--- src/rtl/brh_defs.vh ---
// timing counts and widths for the bcd readout handshake port
`ifndef BRH_DEFS_VH
`define BRH_DEFS_VH
`define BRH_CLK_MHZ 250
`define BRH_SET_MS 30
`define BRH_VALID_MS 40
`define BRH_RELEASE_MS 16
`define BRH_PERIOD_MS 64
`define BRH_SET_CYC (`BRH_SET_MS * `BRH_CLK_MHZ * 1000)
`define BRH_VALID_CYC (`BRH_VALID_MS * `BRH_CLK_MHZ * 1000)
`define BRH_RELEASE_CYC (`BRH_RELEASE_MS * `BRH_CLK_MHZ * 1000)
`define BRH_PERIOD_CYC (`BRH_PERIOD_MS * `BRH_CLK_MHZ * 1000)
`define BRH_DATA_W 24
`define BRH_FIFO_DEPTH 4
`define BRH_CNT_W 25
`endif

--- src/rtl/brh_fifo.v ---
// small synchronous fifo carrying measurement words to the readout port
`timescale 1ns/1ps
module brh_fifo #(
  parameter WIDTH = 24,
  parameter DEPTH = 4,
  parameter AW = 2
) (
  input wire clk_i,
  input wire reset_n_i,
  input wire in_valid_i,
  output wire in_ready_o,
  input wire [WIDTH-1:0] in_data_i,
  output wire out_valid_o,
  input wire out_ready_i,
  output wire [WIDTH-1:0] out_data_o
);
  reg [WIDTH-1:0] mem [0:DEPTH-1];
  reg [AW:0] wr_ptr_r;
  reg [AW:0] rd_ptr_r;
  wire full;
  wire empty;

  // extra pointer bit separates full from empty
  assign empty = (wr_ptr_r == rd_ptr_r);
  assign full = (wr_ptr_r[AW-1:0] == rd_ptr_r[AW-1:0]) && (wr_ptr_r[AW] != rd_ptr_r[AW]);
  assign in_ready_o = ~full;
  assign out_valid_o = ~empty;
  assign out_data_o = mem[rd_ptr_r[AW-1:0]];

  // storage array, no reset needed
  always @(posedge clk_i) begin
    if (in_valid_i && !full) begin
      mem[wr_ptr_r[AW-1:0]] <= in_data_i;
    end
  end

  // pointer update
  always @(posedge clk_i or negedge reset_n_i) begin
    if (!reset_n_i) begin
      wr_ptr_r <= {(AW+1){1'b0}};
      rd_ptr_r <= {(AW+1){1'b0}};
    end else begin
      if (in_valid_i && !full) begin
        wr_ptr_r <= wr_ptr_r + {{AW{1'b0}}, 1'b1};
      end
      if (out_ready_i && !empty) begin
        rd_ptr_r <= rd_ptr_r + {{AW{1'b0}}, 1'b1};
      end
    end
  end
endmodule // brh_fifo

--- src/rtl/brh_readout.v ---
// bcd readout handshake port: request, hold, data lines and valid strobe
// Operation
// - data and valid appear on the same edge, about 30 ms after request
// - single shot: valid drops 40 ms later
// - data lines released 16 ms after valid drops
// - continuous request refreshes data every 64 ms
// - hold during update never blanks data lines
// - request and hold inputs are active low
`timescale 1ns/1ps
`include "brh_defs.vh"
module brh_readout #(
  parameter [24:0] SET_CYC = `BRH_SET_CYC,
  parameter [24:0] VALID_CYC = `BRH_VALID_CYC,
  parameter [24:0] RELEASE_CYC = `BRH_RELEASE_CYC,
  parameter [24:0] PERIOD_CYC = `BRH_PERIOD_CYC
) (
  input wire clk_i,
  input wire reset_n_i,
  input wire request_n_i,
  input wire hold_n_i,
  input wire meas_valid_i,
  output wire meas_ready_o,
  input wire [`BRH_DATA_W-1:0] meas_data_i,
  output reg [`BRH_DATA_W-1:0] bcd_data_o,
  output reg data_valid_o
);
  localparam [1:0] ST_IDLE = 2'd0;
  localparam [1:0] ST_SET = 2'd1;
  localparam [1:0] ST_VALID = 2'd2;
  localparam [1:0] ST_RELEASE = 2'd3;

  reg [1:0] req_sync_r;
  reg [1:0] hold_sync_r;
  reg req_prev_r;
  reg [1:0] state_r;
  reg [1:0] state_nxt;
  reg [24:0] cnt_r;
  reg [24:0] cnt_nxt;
  reg [24:0] per_r;
  reg [`BRH_DATA_W-1:0] latest_r;
  wire req_on;
  wire hold_on;
  wire req_rise;
  wire fifo_valid;
  wire fifo_take;
  wire [`BRH_DATA_W-1:0] fifo_data;

  // terminal count test, shared by every timed phase
  function done;
    input [24:0] cnt;
    input [24:0] lim;
    begin
      done = (cnt >= lim - 25'h0000001);
    end
  endfunction

  // pins are asynchronous, two flops before use
  always @(posedge clk_i or negedge reset_n_i) begin
    if (!reset_n_i) begin
      req_sync_r <= 2'h0;
      hold_sync_r <= 2'h0;
      req_prev_r <= 1'b0;
    end else begin
      req_sync_r <= {req_sync_r[0], ~request_n_i};
      hold_sync_r <= {hold_sync_r[0], ~hold_n_i};
      req_prev_r <= req_sync_r[1];
    end
  end
  assign req_on = req_sync_r[1];
  assign hold_on = hold_sync_r[1];
  assign req_rise = req_on & ~req_prev_r;

  brh_fifo #(
    .WIDTH(`BRH_DATA_W),
    .DEPTH(`BRH_FIFO_DEPTH),
    .AW(2)
  ) u_fifo (
    .clk_i(clk_i),
    .reset_n_i(reset_n_i),
    .in_valid_i(meas_valid_i),
    .in_ready_o(meas_ready_o),
    .in_data_i(meas_data_i),
    .out_valid_o(fifo_valid),
    .out_ready_i(fifo_take),
    .out_data_o(fifo_data)
  );
  // hold stalls draining, so the fifo backs up to the source
  assign fifo_take = ~hold_on;

  // newest measurement; frozen while hold is on
  always @(posedge clk_i or negedge reset_n_i) begin
    if (!reset_n_i) begin
      latest_r <= {`BRH_DATA_W{1'b0}};
    end else if (fifo_valid && fifo_take) begin
      latest_r <= fifo_data;
    end
  end

  // sequencer next state
  always @* begin
    state_nxt = state_r;
    cnt_nxt = cnt_r + 25'h0000001;
    case (state_r)
      ST_IDLE: begin
        cnt_nxt = 25'h0000000;
        if (req_rise) begin
          state_nxt = ST_SET;
        end
      end
      ST_SET: begin
        if (done(cnt_r, SET_CYC)) begin
          state_nxt = ST_VALID;
          cnt_nxt = 25'h0000000;
        end
      end
      ST_VALID: begin
        // continuous mode keeps valid up while request stays on
        if (!req_on && done(cnt_r, VALID_CYC)) begin
          state_nxt = ST_RELEASE;
          cnt_nxt = 25'h0000000;
        end
      end
      ST_RELEASE: begin
        if (done(cnt_r, RELEASE_CYC)) begin
          state_nxt = ST_IDLE;
          cnt_nxt = 25'h0000000;
        end
      end
      default: begin
        state_nxt = ST_IDLE;
        cnt_nxt = 25'h0000000;
      end
    endcase
  end

  // sequencer, refresh period counter and outputs
  always @(posedge clk_i or negedge reset_n_i) begin
    if (!reset_n_i) begin
      state_r <= ST_IDLE;
      cnt_r <= 25'h0000000;
      per_r <= 25'h0000000;
      bcd_data_o <= {`BRH_DATA_W{1'b0}};
      data_valid_o <= 1'b0;
    end else begin
      state_r <= state_nxt;
      cnt_r <= cnt_nxt;
      data_valid_o <= (state_nxt == ST_VALID);
      if (state_r == ST_SET && state_nxt == ST_VALID) begin
        bcd_data_o <= latest_r;
        per_r <= 25'h0000000;
      end else if (state_r == ST_VALID && req_on) begin
        // swap straight to the new word; never passes through zero
        if (done(per_r, PERIOD_CYC)) begin
          bcd_data_o <= latest_r;
          per_r <= 25'h0000000;
        end else begin
          per_r <= per_r + 25'h0000001;
        end
      end else if (state_r == ST_RELEASE && state_nxt == ST_IDLE) begin
        bcd_data_o <= {`BRH_DATA_W{1'b0}};
      end
    end
  end
endmodule // brh_readout

--- config.mk ---
export PLATFORM = sky130hd
export DESIGN_NAME = brh_readout
export DESIGN_NICKNAME = d
export VERILOG_FILES = /design/src/rtl/brh_fifo.v /design/src/rtl/brh_readout.v
export VERILOG_INCLUDE_DIRS = /design/src /design/src/rtl
export SDC_FILE = /design/constraint.sdc
export NUM_CORES = 1
export LEC_CHECK = 0
export ABC_AREA = 1
export BUFFER_PORTS_ARGS = -buffer_cell sky130_fd_sc_hd__buf_2
export CORE_ASPECT_RATIO = 2
export CORE_MARGIN = 1.5
export CORE_UTILIZATION = 45
export DETAILED_ROUTE_END_ITERATION = 6
export GPL_TIMING_DRIVEN = 0
export MAX_ROUTING_LAYER = met4
export PLACE_DENSITY = 0.62
export SLEW_MARGIN = 0
export SYNTH_ARGS = -nofsm -noshare
export SYNTH_HDL_FRONTEND = slang
export SYNTH_SLANG_ARGS = --single-unit
--- constraint.sdc ---
create_clock -name clk_i -period 2.3 [get_ports clk_i]
set_input_delay 0.115 -clock clk_i [delete_from_list [all_inputs] [get_ports clk_i]]
set_output_delay 0.115 -clock clk_i [all_outputs]
set_load 0.02 [all_outputs]
==> results by stage <==
Synth:
- The most common flop cell mapped by yosys is sky130_fd_sc_hd__dfrtp_1.
- The fraction of synthesized cell area in xor and xnor cells is 3.17%.
- Sorting the synthesized cells by area gives the leading types as sky130_fd_sc_hd__edfxtp_1 30%, sky130_fd_sc_hd__dfrtp_1 29%, sky130_fd_sc_hd__nand2_1 6.0%.
- After synthesis the cells add up to 0.00966 mm².
- The share of the synthesized area in compound gates (AO/OA/AOI/OAI) is 7.88%.
- Counting flops with a built-in enable in the synthesized netlist gives 96.
- Of the post-synthesis cell area, the dominant cell type holds 29.8%.
- The main combinational cell family by area after synthesis is simple AND/OR/NAND/NOR gates.
- After synthesis, the mean cell area works out to 10.0 µm².
- The synthesized design contains 208 register bits.
- The number of nets in the synthesized netlist is 1001.
- The sequential share of the synthesized area is 58.9%.
- Of the total synthesized cell area, the portion taken by AND, OR, NAND and NOR gates is 20.7%.
- sky130_fd_sc_hd__nand2_1 is the most common cell in the netlist.
- For this run, asynchronously set or reset flops after synthesis account for 53.8%.
- Synthesis produced 965 cells.
- The number of distinct library cells after synthesis is 40.
- The biggest area contributor in the post-synthesis netlist is sky130_fd_sc_hd__edfxtp_1.
- The synthesized netlist devotes 0.907% of its cell area to adder and majority cells.
- The commonest cells after synthesis are 155 x sky130_fd_sc_hd__nand2_1, 115 x sky130_fd_sc_hd__nor2_1, 112 x sky130_fd_sc_hd__dfrtp_1.
- For this run, the number of Yosys warnings is 0.
- Multiplexer cells account for 2.80% of the synthesized area.

Floorplanning:
- The region available for standard cell placement spans 0.0210 mm².
- The number of cell rows is 75.
- During I/O placement, the number of pins put on the boundary was 55.
- The area enclosed by the die boundary is 0.0224 mm².
- The height of the chip is 210 µm.
- From left edge to right edge, the die measures 107 µm.
- Once the floorplan was initialized, standard cells occupied 45.9% of the core.

Route:
- The number of vias in the routed layout is 7144.
- The number of iterations in the first detailed-routing pass is 4.
- Using the TritonRoute via totals, the vias-per-cell ratio works out to 5.28.
- For this block, the initial DRC count from the detailed router was 318.
- The remaining routing DRC violations is 0.
- The total length of routed wires is 24100 µm.
- The remaining number of nets flagged by the antenna check after routing is 0.
- The wire length per cell is 17.8 µm.

Clocking:
- The number of H-tree branching levels is 1.
- The maximum buffer depth of the clock tree is 3.
- The number of buffers inserted to repair setup after CTS is 0.
- The CTS tree is yes.
- The number of sinks on the clock net is 208.
- For the worst-skew pair, the clock arrives at the later sink with an insertion delay of 0.51 ns.
- The tree is rooted in a sky130_fd_sc_hd__clkbuf_16.
- TritonCTS created 20 clock buffers.
- Clock-pin slew was measured on the worst setup and hold paths at 0.07 ns.

Cells and area:
- The area growth from synthesis to layout is 16.9%.
- The count of filler cells inserted in the layout is 1930.
- The net count reported at finish is 1107.
- The area of all placed cells without fillers is 0.0113 mm².
- In the final layout, the share of cells above drive strength 1 is 16.7%.
- The repair_antennas step left the layout with diodes totalling 0.

Placed design:
- Routability-driven placement finished with a final weighted congestion of 0.947.
- The final HPWL from detailed placement is 17600 µm.
- After detailed placement, the total cell area comes to 0.0103 mm².
- The worst slack after detailed placement is -0.0760 ns.
- The count of input and output buffers is 54.

Worst setup path:
- The startpoint kind of the worst setup timing path is a flop.
- The arrival time reported for the critical path endpoint is 2.51 ns.
- The worst setup path is of the reg -> reg kind.
- The worst reg-to-reg setup slack is 0.16 ns.
- Data on the critical path is required at its endpoint by 2.67 ns.
- STA classifies the critical path endpoint as a flop.
- The highest net fanout along the worst path is 10.

Timing:
- The maximum clock skew at final layout is 0.0163 ns.
- The pin slew with the least headroom to its limit is 0.887 ns.
- Setup repair after global routing left no endpoint under its margin.
- Headroom to the max-slew limit came out at 40.7%.
- For this run, the top clock speed supported by timing is 468 MHz.
- Setup total negative slack on the finished layout was measured at 0 ns.
- The final worst slack is 0.163 ns.
- Dividing the final minimum period by the clock period gives 92.9%.
- The count of endpoints failing setup in the final report is 0.
- Counting I/O delays and the setup requirement, the final critical path takes 2.14 ns.
- The number of pins with negative max-slew slack in the final report is 0.
- The number of endpoints with negative hold slack in the final report is 0.
- Hold is met by 0.0188 ns.

GRT:
- The wire length of the first global-routing pass is 38900 µm.
- The largest net degree at the start of global routing is 95.
- The number of antenna violations at the first check in global routing came to 0.
- Global routing finished with a remaining overflow of 0.
- Global routing consumed, over all layers together, 23.1% of the routing resources.
- The via count of the first global-routing pass is 7538.

Power and ir drop:
- In this run the static leakage power is 4.79 nW.
- For this design the ratio of total power to cell area is 933 mW/mm².
- Across the VDD grid, the largest voltage drop is 781 µV.

Run:
- The count of max-cap constraint violations is 0.

Status:
- The flow ran to the end, and the final reports show no timing, DRC or antenna violations.

Min path:
- The min-delay analysis places its worst path in the category in -> async.
## report_power, final
part           internal, mW  switching (mW)
registers              4.65           0.304
clock network          1.79            1.40
logic                 0.911            1.48
## what timing repair did
item                                    in CTS  in global routing
pin swaps                                    0                  1
endpoints found under the setup margin      60                135
hold buffers                                27                  0
gates resized for setup                      2                 10
hold endpoints to repair                   210                  0
## final cells by class
cell class / instances / area [µm²] / area share (%)
buffer: 39 / 223 / 1.97
clock buffer: 25 / 541 / 4.79
clock inverter: 11 / 90.1 / 0.798
inverter: 86 / 323 / 2.86
multi-input combinational: 632 / 3490 / 30.9
sequential: 208 / 5690 / 50.4
tap: 269 / 337 / 2.98
timing repair buffer: 84 / 604 / 5.35
## worst max-delay path: stages, from the launching register on
cell                      delay (ns)
sky130_fd_sc_hd__dfrtp_1        0.47
sky130_fd_sc_hd__nand2_1        0.16
sky130_fd_sc_hd__nor3_2         0.35
sky130_fd_sc_hd__nand3_1        0.20
sky130_fd_sc_hd__nor2_2         0.16
sky130_fd_sc_hd__nor2_1         0.05
sky130_fd_sc_hd__nand2_1        0.08
sky130_fd_sc_hd__buf_4          0.20
sky130_fd_sc_hd__buf_2          0.23
sky130_fd_sc_hd__a31oi_1        0.12
## worst paths after layout
check                                from            endpoint  cells past startpoint
max                             cnt_r[21]           cnt_r[10]                      9
min in group clk_i           meas_valid_i  u_fifo.wr_ptr_r[0]                      3
min                             reset_n_i      bcd_data_o[10]                      2
max reg2reg                     cnt_r[21]           cnt_r[10]                      9
max in group asynchronous       reset_n_i      bcd_data_o[19]                      3
min reg2reg                hold_sync_r[0]      hold_sync_r[1]                      0
## metal layers
metal  track usage [%]  vias to the layer above  wire [µm]
met5                 -                        -          0
met4              11.4                        0       1150
met3              2.50                       70        686
met2              43.2                      141      13600
met1              23.5                     3426       8650
li1                  -                     3507          -
## logic make-up after synthesis
kind of cell,count (synthesis)
and+or+nand+nor,428
DFF,208
AOI/OAI and AO/OA,138
buffers and inverters,125
xor gates and xnor gates,35
muxes,24
adders and majority gates,7
## flip-flops by register name, indices dropped and copies added, names as in the netlist, 3 cells and up
register and flops:
latest_r 24, u_fifo.mem 96, u_fifo.wr_ptr_r 3, per_r 25
u_fifo.rd_ptr_r 3, bcd_data_o 24, cnt_r 25
## stage by stage
stage,power (mW),utilization (%),cells
finish,10.5,53.7,1354
CTS,10.7,53.5,1354
global route,11.2,53.7,1354
global placement,7.28,48.8,1288
detailed placement,7.42,49.2,1291
floorplan,6.57,-,965
## placed cells by master (no fill, tap or decap), types with 4 or more instances in the layout
cell type | synthesis | routed
sky130_fd_sc_hd__dfrtp_1 | 112 | 110
sky130_fd_sc_hd__nand4_1 | 22 | 22
sky130_fd_sc_hd__a31oi_1 | 18 | 18
sky130_fd_sc_hd__nand3_1 | 73 | 72
sky130_fd_sc_hd__nor4_1 | 9 | 9
sky130_fd_sc_hd__nor2_2 | 4 | 8
sky130_fd_sc_hd__xor2_1 | 28 | 28
sky130_fd_sc_hd__dlygate4sd3_1 | 0 | 27
sky130_fd_sc_hd__o22ai_1 | 32 | 32
sky130_fd_sc_hd__nor2_1 | 115 | 109
sky130_fd_sc_hd__nor2_4 | 5 | 7
sky130_fd_sc_hd__nand3_2 | 6 | 7
sky130_fd_sc_hd__xnor2_1 | 7 | 7
sky130_fd_sc_hd__inv_1 | 81 | 81
sky130_fd_sc_hd__nand2_1 | 155 | 152
sky130_fd_sc_hd__nor3_1 | 20 | 18
sky130_fd_sc_hd__o21ai_0 | 77 | 77
sky130_fd_sc_hd__nand2_2 | 4 | 6
sky130_fd_sc_hd__mux2_2 | 24 | 24
sky130_fd_sc_hd__ha_1 | 7 | 7
sky130_fd_sc_hd__and2_1 | 6 | 6
sky130_fd_sc_hd__inv_2 | 4 | 4
sky130_fd_sc_hd__buf_8 | 2 | 4
sky130_fd_sc_hd__buf_4 | 5 | 5
sky130_fd_sc_hd__edfxtp_1 | 96 | 96
sky130_fd_sc_hd__clkbuf_16 | 0 | 21
sky130_fd_sc_hd__a21oi_1 | 6 | 6
sky130_fd_sc_hd__clkbuf_1 | 14 | 18
sky130_fd_sc_hd__buf_2 | 16 | 69
No activity file was read; power rests on OpenSTA's default activity.
